$ cat config.mk
export PLATFORM = sky130hd
export DESIGN_NAME = rsas_sequencer
export DESIGN_NICKNAME = d
export VERILOG_FILES = /design/src/verilog/rsas_pkg.sv /design/src/verilog/rsas_ramp_timer.sv /design/src/verilog/rsas_sequencer.sv
export SDC_FILE = /design/constraint.sdc
export NUM_CORES = 1
export LEC_CHECK = 0
export BUFFER_PORTS_ARGS = -buffer_cell sky130_fd_sc_hd__buf_2
export CORE_ASPECT_RATIO = 1.5
export CORE_MARGIN = 3
export CORE_UTILIZATION = 40
export CTS_BUF_LIST = sky130_fd_sc_hd__clkbuf_4 sky130_fd_sc_hd__clkbuf_8 sky130_fd_sc_hd__clkbuf_16
export DETAILED_ROUTE_END_ITERATION = 12
export SLEW_MARGIN = 20
export SYNTH_ARGS = -nofsm -noshare
export SYNTH_HDL_FRONTEND = slang
export SYNTH_SLANG_ARGS = --single-unit
$ cat constraint.sdc
create_clock -name aclk -period 5.68 [get_ports aclk]
set_clock_uncertainty 0.05 [all_clocks]
set_input_delay 1.42 -clock aclk [delete_from_list [all_inputs] [get_ports aclk]]
set_output_delay 1.42 -clock aclk [all_outputs]
set_load 0.02 [all_outputs]
$ cat src/verilog/rsas_pkg.sv
// constants for the ram sweep address sequencer
// assumes a 32-bit axi4-lite register bus and a 1024-word waveform ram
package rsas_pkg;
  localparam int BUS_AW = 8;
  localparam int RAM_AW = 10;
  localparam int RATE_W = 8;

  // register byte offsets
  localparam logic [BUS_AW-1:0] REG_CTL = 8'h00;
  localparam logic [BUS_AW-1:0] REG_SEG0 = 8'h04;
  localparam logic [BUS_AW-1:0] REG_SEG3 = 8'h10;
  localparam logic [BUS_AW-1:0] REG_STATUS = 8'h14;

  // first control register fields
  localparam int CTL_RAM_EN = 31;
  localparam int CTL_DEST = 30;
  localparam int CTL_IPC_HI = 29;
  localparam int CTL_IPC_LO = 27;
  localparam int CTL_NO_DWELL = 2;
  localparam logic [31:0] CTL_RST = 32'h0000_0000;

  // segment control word fields
  localparam int SEG_BEG_LO = 0;
  localparam int SEG_FIN_LO = 10;
  localparam int SEG_MODE_LO = 20;
  localparam int SEG_RATE_LO = 24;
  localparam logic [31:0] SEG_RST = 32'h0000_0000;

  // status register fields
  localparam int STAT_ADDR_LO = 0;
  localparam int STAT_PROF_LO = 16;
  localparam int STAT_RUN = 24;
  localparam int STAT_DIR = 25;

  // internal profile control codes
  localparam logic [2:0] IPC_OFF = 3'b000;
  localparam logic [2:0] IPC_INVALID = 3'b111;

  localparam logic [1:0] RESP_OKAY = 2'b00;
  localparam logic [1:0] RESP_SLVERR = 2'b10;

  typedef enum logic [2:0] {
    SEG_DIRECT = 3'b000,
    SEG_RAMP_UP = 3'b001,
    SEG_BIDIR = 3'b010,
    SEG_CONT_BIDIR = 3'b011,
    SEG_RECIRC = 3'b100
  } rsas_mode_t;
endpackage

$ cat src/verilog/rsas_ramp_timer.sv
// reloadable ramp-rate down counter
// assumes load and enable are synchronous to aclk
`timescale 1ns/1ps
module rsas_ramp_timer #(
  parameter int RATE_W = 8
) (
  // clock and reset
  input wire logic aclk,
  input wire logic aresetn,
  // control
  input wire logic load,
  input wire logic enable,
  input wire logic [RATE_W-1:0] rate,
  // countdown done
  output logic tick
);
  logic [RATE_W-1:0] cnt_q;
  localparam logic [RATE_W-1:0] ONE = RATE_W'(1);

  // a rate of zero behaves as one
  assign tick = enable && !load && (cnt_q <= ONE);

  always_ff @(posedge aclk) begin
    if (!aresetn) begin
      cnt_q <= '0;
    end else if (load) begin
      cnt_q <= rate;
    end else if (enable) begin
      if (cnt_q <= ONE) begin
        cnt_q <= rate;
      end else begin
        cnt_q <= cnt_q - ONE;
      end
    end
  end

  property p_reload;
    @(posedge aclk) disable iff (!aresetn)
      (enable && !load && cnt_q == ONE) |=> (cnt_q == $past(rate));
  endproperty
  a_reload: assert property (p_reload) else $error("timer did not reload");
endmodule

$ cat src/verilog/rsas_sequencer.sv
// ram sweep address sequencer with axi4-lite registers
// assumes profile pins and update strobe are synchronous to aclk
//
// Implementation choices: the AXI4-Lite slave port and the address map.
`timescale 1ns/1ps
import rsas_pkg::*;

// Overview of operation
// - ram enable plus mode 001 runs ramp-up
// - sweep start loads beginning address and rate
// - each countdown advances address, timer reloads
// - ramp-up stops stepping at final address, no-dwell returns to beginning
// - bidirectional: high pin ignored, low pin direction
// - bidirectional uses profile 0 word only
// - bidirectional entry loads profile 0, starts timer
// - bidirectional tick: up if low pin high
// - low pin toggle makes no register transfer
// - low pin change steps once, reloads timer
// - bidirectional stalls at range end until toggle
// - continuous bidirectional ramps itself, profiles valid
// - up to final, down to beginning, repeat
// - recirculation rises, wraps to beginning at final
// - internal control codes 001-110 disconnect profile pins
// - internal control runs every profile ramp-up
// - codes 001-011 single burst, 000 inactive
// - codes 100-110 loop back, 111 invalid
// - at final jump to next profile beginning
// - burst starts on strobe, ends after last
// - strobe restarts the sweep, as does profile change outside bidirectional and internal control
// - mode 000 and invalid codes hold beginning
// - destination bit picks frequency or phase use
module rsas_sequencer (
  // clock and reset
  input wire logic aclk,
  input wire logic aresetn,
  // axi4-lite write address
  input wire logic [rsas_pkg::BUS_AW-1:0] s_axi_awaddr,
  input wire logic s_axi_awvalid,
  output logic s_axi_awready,
  // axi4-lite write data
  input wire logic [31:0] s_axi_wdata,
  input wire logic [3:0] s_axi_wstrb,
  input wire logic s_axi_wvalid,
  output logic s_axi_wready,
  // axi4-lite write response
  output logic [1:0] s_axi_bresp,
  output logic s_axi_bvalid,
  input wire logic s_axi_bready,
  // axi4-lite read address
  input wire logic [rsas_pkg::BUS_AW-1:0] s_axi_araddr,
  input wire logic s_axi_arvalid,
  output logic s_axi_arready,
  // axi4-lite read data
  output logic [31:0] s_axi_rdata,
  output logic [1:0] s_axi_rresp,
  output logic s_axi_rvalid,
  input wire logic s_axi_rready,
  // host pins
  input wire logic profile_select_low,
  input wire logic profile_select_high,
  input wire logic update_strobe,
  // ram side
  output logic [rsas_pkg::RAM_AW-1:0] ram_addr,
  output logic ram_to_phase,
  output logic [1:0] active_profile,
  output logic sweep_running
);
  import rsas_pkg::*;

  logic [31:0] ctl_buf_q, ctl_q;
  logic [31:0] seg_buf_q [4];
  logic [31:0] seg_q [4];
  logic [BUS_AW-1:0] aw_addr_q;
  logic [31:0] w_data_q;
  logic [3:0] w_strb_q;
  logic aw_have_q, w_have_q;
  logic upd_prev_q, ps_low_prev_q, ps_high_prev_q;
  logic [RAM_AW-1:0] addr_q;
  logic [1:0] prof_q;
  logic dir_up_q, running_q, dest_q;
  logic upd_rise, ps_low_chg, pin_chg, tick, start, bidir_step;
  logic [31:0] start_ctl, start_word, cur, nxt_word;
  logic start_int, start_bidir, int_on, bidir_on, at_fin, at_beg, last_prof;
  logic [1:0] start_prof, pin_prof, ipc_last;
  logic [2:0] ipc;
  rsas_mode_t mode_e;

  function automatic logic [RAM_AW-1:0] beg_of(input logic [31:0] w);
    return w[SEG_BEG_LO +: RAM_AW];
  endfunction
  function automatic logic [RAM_AW-1:0] fin_of(input logic [31:0] w);
    return w[SEG_FIN_LO +: RAM_AW];
  endfunction
  function automatic logic ipc_valid(input logic [31:0] c);
    return c[CTL_RAM_EN] && c[CTL_IPC_HI:CTL_IPC_LO] != IPC_OFF
      && c[CTL_IPC_HI:CTL_IPC_LO] != IPC_INVALID;
  endfunction

  // ---------------- register bus ----------------
  always_ff @(posedge aclk) begin
    if (!aresetn) begin
      s_axi_awready <= 1'b0;
      aw_have_q <= 1'b0;
      aw_addr_q <= '0;
    end else if (s_axi_awvalid && s_axi_awready) begin
      s_axi_awready <= 1'b0;
      aw_have_q <= 1'b1;
      aw_addr_q <= s_axi_awaddr;
    end else if (aw_have_q && w_have_q && !s_axi_bvalid) begin
      aw_have_q <= 1'b0;
    end else if (!aw_have_q && !s_axi_bvalid) begin
      s_axi_awready <= 1'b1;
    end
  end

  always_ff @(posedge aclk) begin
    if (!aresetn) begin
      s_axi_wready <= 1'b0;
      w_have_q <= 1'b0;
      w_data_q <= '0;
      w_strb_q <= '0;
    end else if (s_axi_wvalid && s_axi_wready) begin
      s_axi_wready <= 1'b0;
      w_have_q <= 1'b1;
      w_data_q <= s_axi_wdata;
      w_strb_q <= s_axi_wstrb;
    end else if (aw_have_q && w_have_q && !s_axi_bvalid) begin
      w_have_q <= 1'b0;
    end else if (!w_have_q && !s_axi_bvalid) begin
      s_axi_wready <= 1'b1;
    end
  end

  wire wr_go = aw_have_q && w_have_q && !s_axi_bvalid;
  wire wr_ctl = aw_addr_q == REG_CTL;
  wire wr_seg = aw_addr_q >= REG_SEG0 && aw_addr_q <= REG_SEG3 && aw_addr_q[1:0] == 2'b00;
  wire [1:0] wr_idx = 2'(aw_addr_q[BUS_AW-1:2] - REG_SEG0[BUS_AW-1:2]);

  always_ff @(posedge aclk) begin
    if (!aresetn) begin
      s_axi_bvalid <= 1'b0;
      s_axi_bresp <= RESP_OKAY;
    end else if (wr_go) begin
      s_axi_bvalid <= 1'b1;
      s_axi_bresp <= (wr_ctl || wr_seg) ? RESP_OKAY : RESP_SLVERR;
    end else if (s_axi_bready) begin
      s_axi_bvalid <= 1'b0;
    end
  end

  // buffered words, moved to the active set only by the strobe
  always_ff @(posedge aclk) begin
    if (!aresetn) begin
      ctl_buf_q <= CTL_RST;
      for (int i = 0; i < 4; i++) begin
        seg_buf_q[i] <= SEG_RST;
      end
    end else if (wr_go) begin
      for (int b = 0; b < 4; b++) begin
        if (w_strb_q[b] && wr_ctl) begin
          ctl_buf_q[8*b +: 8] <= w_data_q[8*b +: 8];
        end
        if (w_strb_q[b] && wr_seg) begin
          seg_buf_q[wr_idx][8*b +: 8] <= w_data_q[8*b +: 8];
        end
      end
    end
  end

  wire rd_seg = s_axi_araddr >= REG_SEG0 && s_axi_araddr <= REG_SEG3
    && s_axi_araddr[1:0] == 2'b00;
  wire [1:0] rd_idx = 2'(s_axi_araddr[BUS_AW-1:2] - REG_SEG0[BUS_AW-1:2]);
  logic [31:0] status;
  always_comb begin
    status = '0;
    status[STAT_ADDR_LO +: RAM_AW] = addr_q;
    status[STAT_PROF_LO +: 2] = prof_q;
    status[STAT_RUN] = running_q;
    status[STAT_DIR] = dir_up_q;
  end

  always_ff @(posedge aclk) begin
    if (!aresetn) begin
      s_axi_arready <= 1'b0;
      s_axi_rvalid <= 1'b0;
      s_axi_rdata <= '0;
      s_axi_rresp <= RESP_OKAY;
    end else if (s_axi_arvalid && s_axi_arready) begin
      s_axi_arready <= 1'b0;
      s_axi_rvalid <= 1'b1;
      s_axi_rresp <= RESP_OKAY;
      if (s_axi_araddr == REG_CTL) begin
        s_axi_rdata <= ctl_buf_q;
      end else if (rd_seg) begin
        s_axi_rdata <= seg_buf_q[rd_idx];
      end else if (s_axi_araddr == REG_STATUS) begin
        s_axi_rdata <= status;
      end else begin
        s_axi_rdata <= '0;
        s_axi_rresp <= RESP_SLVERR;
      end
    end else if (s_axi_rvalid && s_axi_rready) begin
      s_axi_rvalid <= 1'b0;
    end else if (!s_axi_rvalid) begin
      s_axi_arready <= 1'b1;
    end
  end

  // ---------------- pins and register transfer ----------------
  always_ff @(posedge aclk) begin
    if (!aresetn) begin
      upd_prev_q <= 1'b0;
      ps_low_prev_q <= 1'b0;
      ps_high_prev_q <= 1'b0;
    end else begin
      upd_prev_q <= update_strobe;
      ps_low_prev_q <= profile_select_low;
      ps_high_prev_q <= profile_select_high;
    end
  end

  assign upd_rise = update_strobe && !upd_prev_q;
  assign ps_low_chg = profile_select_low != ps_low_prev_q;
  assign pin_chg = ps_low_chg || (profile_select_high != ps_high_prev_q);
  assign pin_prof = {profile_select_high, profile_select_low};

  always_ff @(posedge aclk) begin
    if (!aresetn) begin
      ctl_q <= CTL_RST;
      for (int i = 0; i < 4; i++) begin
        seg_q[i] <= SEG_RST;
      end
    end else if (upd_rise) begin
      ctl_q <= ctl_buf_q;
      seg_q <= seg_buf_q;
    end
  end

  // ---------------- sweep control ----------------
  assign int_on = ipc_valid(ctl_q);
  assign bidir_on = ctl_q[CTL_RAM_EN] && !int_on
    && seg_q[0][SEG_MODE_LO +: 3] == SEG_BIDIR;
  assign ipc = ctl_q[CTL_IPC_HI:CTL_IPC_LO];
  assign ipc_last = ipc[2] ? 2'(ipc[1:0] + 2'd1) : ipc[1:0];
  assign cur = seg_q[prof_q];
  assign nxt_word = seg_q[2'(prof_q + 2'd1)];
  assign at_fin = addr_q == fin_of(cur);
  assign at_beg = addr_q == beg_of(cur);
  assign last_prof = prof_q == ipc_last;

  always_comb begin
    start_ctl = upd_rise ? ctl_buf_q : ctl_q;
    start_int = ipc_valid(start_ctl);
    start_bidir = !start_int && start_ctl[CTL_RAM_EN]
      && (upd_rise ? seg_buf_q[0][SEG_MODE_LO +: 3] : seg_q[0][SEG_MODE_LO +: 3]) == SEG_BIDIR;
    start_prof = (start_int || start_bidir) ? 2'd0 : pin_prof;
    start_word = upd_rise ? seg_buf_q[start_prof] : seg_q[start_prof];
  end

  // pins restart only when they select profiles
  assign start = upd_rise || (pin_chg && !int_on && !bidir_on);
  assign bidir_step = bidir_on && ps_low_chg && !upd_rise && running_q;

  always_comb begin
    if (int_on) begin
      mode_e = SEG_RAMP_UP;
    end else begin
      unique case (cur[SEG_MODE_LO +: 3])
        SEG_RAMP_UP: mode_e = SEG_RAMP_UP;
        SEG_BIDIR: mode_e = SEG_BIDIR;
        SEG_CONT_BIDIR: mode_e = SEG_CONT_BIDIR;
        SEG_RECIRC: mode_e = SEG_RECIRC;
        default: mode_e = SEG_DIRECT;
      endcase
    end
  end

  rsas_ramp_timer #(
    .RATE_W(RATE_W)
  ) u_timer (
    .aclk(aclk),
    .aresetn(aresetn),
    .load(start || bidir_step),
    .enable(running_q),
    .rate(start ? start_word[SEG_RATE_LO +: RATE_W] : cur[SEG_RATE_LO +: RATE_W]),
    .tick(tick)
  );

  always_ff @(posedge aclk) begin
    if (!aresetn) begin
      addr_q <= '0;
      prof_q <= '0;
      dir_up_q <= 1'b1;
      running_q <= 1'b0;
    end else if (start) begin
      addr_q <= beg_of(start_word);
      prof_q <= start_prof;
      dir_up_q <= 1'b1;
      running_q <= start_ctl[CTL_RAM_EN];
    end else if (bidir_step) begin
      dir_up_q <= profile_select_low;
      if (profile_select_low && !at_fin) begin
        addr_q <= addr_q + 1'b1;
      end else if (!profile_select_low && !at_beg) begin
        addr_q <= addr_q - 1'b1;
      end
    end else if (running_q && tick) begin
      unique case (mode_e)
        SEG_RAMP_UP: begin
          if (!at_fin) begin
            addr_q <= addr_q + 1'b1;
          end else if (int_on && last_prof && !ipc[2]) begin
            running_q <= 1'b0;
          end else if (int_on && last_prof) begin
            prof_q <= '0;
            addr_q <= beg_of(seg_q[0]);
          end else if (int_on) begin
            prof_q <= 2'(prof_q + 2'd1);
            addr_q <= beg_of(nxt_word);
          end else if (ctl_q[CTL_NO_DWELL]) begin
            addr_q <= beg_of(cur);
          end
        end
        SEG_BIDIR: begin
          dir_up_q <= profile_select_low;
          if (profile_select_low && !at_fin) begin
            addr_q <= addr_q + 1'b1;
          end else if (!profile_select_low && !at_beg) begin
            addr_q <= addr_q - 1'b1;
          end
        end
        SEG_CONT_BIDIR: begin
          if (dir_up_q && at_fin) begin
            dir_up_q <= 1'b0;
            addr_q <= addr_q - 1'b1;
          end else if (!dir_up_q && at_beg) begin
            dir_up_q <= 1'b1;
            addr_q <= addr_q + 1'b1;
          end else if (dir_up_q) begin
            addr_q <= addr_q + 1'b1;
          end else begin
            addr_q <= addr_q - 1'b1;
          end
        end
        SEG_RECIRC: begin
          addr_q <= at_fin ? beg_of(cur) : addr_q + 1'b1;
        end
        SEG_DIRECT: begin
          addr_q <= beg_of(cur);
        end
      endcase
    end
  end

  always_ff @(posedge aclk) begin
    if (!aresetn) begin
      dest_q <= 1'b0;
    end else begin
      dest_q <= ctl_q[CTL_DEST];
    end
  end

  assign ram_addr = addr_q;
  assign active_profile = prof_q;
  assign sweep_running = running_q;
  assign ram_to_phase = dest_q;

  // ---------------- checks ----------------
  property p_start;
    @(posedge aclk) disable iff (!aresetn)
      start |=> (addr_q == $past(beg_of(start_word)) && prof_q == $past(start_prof));
  endproperty
  a_start: assert property (p_start) else $error("sweep start address wrong");

  property p_hold_final;
    @(posedge aclk) disable iff (!aresetn)
      (tick && running_q && !start && !bidir_on && !int_on && mode_e == SEG_RAMP_UP
        && at_fin && !ctl_q[CTL_NO_DWELL]) |=> $stable(addr_q);
  endproperty
  a_hold_final: assert property (p_hold_final) else $error("ramp-up passed final");

  property p_bidir_prof;
    @(posedge aclk) disable iff (!aresetn)
      (bidir_on && !upd_rise) |=> (prof_q == $past(prof_q));
  endproperty
  a_bidir_prof: assert property (p_bidir_prof) else $error("high pin moved profile");

  property p_bidir_step;
    @(posedge aclk) disable iff (!aresetn)
      (bidir_step && (profile_select_low ? !at_fin : !at_beg))
        |=> (addr_q == ($past(profile_select_low) ? $past(addr_q) + 1'b1
          : $past(addr_q) - 1'b1));
  endproperty
  a_bidir_step: assert property (p_bidir_step) else $error("no step on toggle");

  property p_bidir_stall;
    @(posedge aclk) disable iff (!aresetn)
      (bidir_on && running_q && !start && !ps_low_chg && !profile_select_low && at_beg)
        |=> $stable(addr_q);
  endproperty
  a_bidir_stall: assert property (p_bidir_stall) else $error("bidir left beginning");

  property p_recirc;
    @(posedge aclk) disable iff (!aresetn)
      (running_q && tick && !start && !bidir_step && mode_e == SEG_RECIRC && at_fin)
        |=> (addr_q == $past(beg_of(cur)));
  endproperty
  a_recirc: assert property (p_recirc) else $error("recirculation did not wrap");

  property p_pins_off;
    @(posedge aclk) disable iff (!aresetn)
      (int_on && pin_chg && !upd_rise && !tick) |=> ($stable(addr_q) && $stable(prof_q));
  endproperty
  a_pins_off: assert property (p_pins_off) else $error("pins acted under internal control");

  property p_burst_end;
    @(posedge aclk) disable iff (!aresetn)
      (int_on && running_q && tick && !start && at_fin && last_prof && !ipc[2])
        |=> (!running_q ##1 (!running_q || $past(upd_rise)));
  endproperty
  a_burst_end: assert property (p_burst_end) else $error("burst did not stop");

  property p_next_prof;
    @(posedge aclk) disable iff (!aresetn)
      (int_on && running_q && tick && !start && at_fin && !last_prof)
        |=> (prof_q == 2'($past(prof_q) + 2'd1) && addr_q == $past(beg_of(nxt_word)));
  endproperty
  a_next_prof: assert property (p_next_prof) else $error("no jump to next profile");

  property p_dest;
    @(posedge aclk) disable iff (!aresetn)
      upd_rise |=> ##1 (ram_to_phase == $past(ctl_buf_q[CTL_DEST], 2));
  endproperty
  a_dest: assert property (p_dest) else $error("destination not followed");
endmodule

==> impl_results.md <==
* Status: finished clean
* Synth area leaders: dfxtp_1 (39%), mux2i_1 (8.8%), nand2_1 (8.1%)
* Port buffer count at approximately 110
* Area grow syn2layout at 12.07%
* Clk slew on worst S/H paths at 0.06 ns
* Post-CTS resize count at 0
* CTS max path bufs at 3
* Maximum fanout along the worst path at 18
* Top post-synthesis cells by count: nand2_1 (442), dfxtp_1 (401), a21boi_0 (210)
* Initial core utilization at just over 40%
* Area leader, netlist: dfxtp_1
* EDFF count, synth at 0
* Vias/cell at between 5 and 6
* Synth Area per Inst at 8.910 um^2
* TNS Setup at 0 ns
* 1st-pass router iterations at 7
* Unrepaired setup endpoints after global routing: no
* Peak supply drop at 0.2158 mV
* Vias in the first global route at 16974
* Buffers & Inverters on Critical Path at 1
* Global route total overflow at 0
* Slew @ Worst Pin at 1.175 ns
* Wirelength per Cell at roughly 22 um
* Largest net degree at the start of global routing at 171
* Max-cap violations at 0
* WP data arrival at 4.59 ns
* Total GRT Usage at about a quarter
* CP Capture Type: flop
* Mapped cell area at 0.02039 mm^2
* Row Count at 100
* Final Core Density at 45.67%
* Crit-path cells: buf_4 -> mux4_2 -> xnor2_1 -> nand4_1 -> o31a_1 -> o2bb2a_4 -> xor2_1 -> nor2_1 -> or4_1 -> o221a_1
* CP startpoint kind: flop
* Max Freq at 236.7 MHz
* Slowest CP cell: dfxtp_2
* Fraction of layout cells with a size suffix above 1 at approximately 14%
* Die height at ~280 um
* Worst EP required at approximately 6.1 ns
* Max incr delay on CP at 0.78 ns
* Synth warn at 0
* Post-synthesis sequential area ratio at roughly two fifths
* Fraction of registers with async set/reset at 0%
* Crit. Startpoint: active_profile[0]$_SDFFE_PN0P_
* # nets final at around 2400
* DRT Wirelength at between 60000 and 70000 um
* Leakage power at 8.582 nW
* Count leader, synth: nand2_1
* Die Width at 190.4 um
* Fin crit share at between 70% and 80%
* Hold Crit Start: seg_q[48]$_SDFFE_PN0N_
* CTS buffer count at 39
* Antenna-violating nets left at 0
* CP Class: reg -> reg
* Dpl hpwl at 45610 um
* DRC at 0
* Final Max Slew Viols at 0
* Min Tclk post-route at about 4.2 ns
* Clk_lat worst skew at 0.54 ns
* Hold WC Path Type: reg -> reg
* Clock Root Buffer: clkbuf_16
* Fin. Hold Viols at 0
* #FFs+latches synth at about 400
* Most common flop cell mapped by yosys: dfxtp_1
* # Post-CTS Setup Buffers at 0
* Hold_buf cts at 0
* Worst flop-to-flop path startpoint: active_profile[0]$_SDFFE_PN0P_
* Delay-heaviest family, CP: compound AO/OA/AOI/OAI gates
* DR iter-0 viols at 1358
* Library cells used by synthesis at 72
* Via count at 17245
* Relative slew slack at 21.08%
* Initial antenna violation count at 1
* First-pass GRT wire length at 100100 um
* Die area at between 0.05 and 0.06 mm^2
* Yosys top cell area share at between 30 and 40%
* PwrDens at 279.8 mW/mm^2
* IO Pins at 117
* CTS H-tree lvls at 2
* N_diodes at 0
* Post-Syn Instances at 2289
* Sink count of the clock tree at 401
* Endpoints failing setup at 0
* CTS tree: done
* Final GP Congestion at roughly 0.93
* Core Box Area at around 0.050 mm^2
==> state kept, by name (all words and copies together), names as in the netlist, 2 cells and up <==
name and flops:
w_data_q 32, s_axi_rdata 32, u_timer.cnt_q 8, seg_buf_q 128, active_profile 2, ram_addr 10
aw_addr_q 8, seg_q 124, ctl_buf_q 32, w_strb_q 4, ctl_q 6
==> cell type report <==
class	count	area [um^2]
Fill cell	4979	27190
Multi-Input combinational cell	1692	11670
Sequential cell	401	8030
Clock buffer	58	1216
Timing Repair Buffer	156	907.1
Tap cell	663	829.5
Clock inverter	11	135.1
Inverter	17	63.81
==> cell families after synthesis <==
logic type	count (synthesis)	share of synthesized area, %
other	1	0.01839
buffers and inverters	197	3.761
adders and majority gates	8	0.4908
DFF	401	39.36
and+or+nand+nor	890	20.51
xor gates and xnor gates	39	1.675
muxes	256	16.56
AOI/OAI and AO/OA	497	17.62
==> cells in the final DEF (no fill, tap or decap), types with 6 or more instances in the layout <==
cell       Yosys  layout
a211oi_1      11      11
a21boi_0     210     210
a21oi_1       80      80
a221oi_1      35      35
a31oi_1       10      10
and2_1        21      20
and3_1         6       6
buf_2         10     113
buf_4          2      41
clkbuf_16      0      41
clkbuf_4       0       7
clkbuf_8       0      11
clkinv_2       0       6
dfxtp_1      401     399
ha_1           8       8
inv_1         17      17
mux2_2        12      12
mux2i_1      180     180
mux4_2        64      64
nand2_1      442     441
nand2b_1       9       8
nand3_1       64      64
nand4_1        7       7
nor2_1        88      86
nor2b_1      156     155
nor3_1        38      35
nor3b_1       21      21
o211ai_1      10      10
o21ai_0       41      41
o221ai_1      27      27
o22ai_1        6       6
or3_1          9       9
or4_1          6       6
xnor2_1       27      27
xor2_1        12      12
==> final timing paths <==
path,end,slack [ns],depth (start not counted)
worst max-delay path,ram_addr[3]$_SDFFE_PN0P_,1.46,10
worst min-delay path,seg_q[48]$_SDFFE_PN0N_,0.41,2
worst max register to register,ram_addr[3]$_SDFFE_PN0P_,1.46,10
worst min register to register,seg_q[48]$_SDFFE_PN0N_,0.41,2
==> metrics by stage <==
| stage | hold slack (ns) | cell area [um^2] | std cells | power (mW) | setup WS (ns) |
|---|---|---|---|---|---|
| 2_1_floorplan | 0.3796 | 20400 | 2290 | 3.468 | 0.8890 |
| 3_3_place_gp | 0.3988 | 21500 | 2929 | 3.712 | 1.135 |
| 3_5_place_dp | 0.4066 | 21500 | 2929 | 3.719 | 1.174 |
| 4_1_cts | 0.4157 | 22850 | 2998 | 6.453 | 1.453 |
| 5_1_grt | 0.4298 | 22860 | 2998 | 6.614 | 1.193 |
| 6_report | 0.4119 | 22860 | 2998 | 6.396 | 1.455 |
==> tightest hold or removal path: cells and delay by family (launching register included) <==
family	cells	cell delay, ns
flip-flops	1	0.31
AND/OR/NAND/NOR	1	0.05
AO/OA/AOI/OAI	1	0.06
==> per-layer routing <==
metal  GRT usage, %  vias up  wire length, um  part of all wire (%)
li1               -     8163                -                     -
met1          28.20     8398            26340                    40
met2          42.18      516            32620                    50
met3          2.740      166             2741                   4.2
met4          12.28        2             3614                   5.5
met5              0        -               10                 0.015
==> where the power goes <==
| group | switching [mW] | total, mW | internal [mW] |
|---|---|---|---|
| logic | 0.463 | 0.724 | 0.261 |
| registers | 0.0851 | 2.94 | 2.85 |
| clock network | 1.11 | 2.73 | 1.62 |
Power figures use the tool's default switching activity.
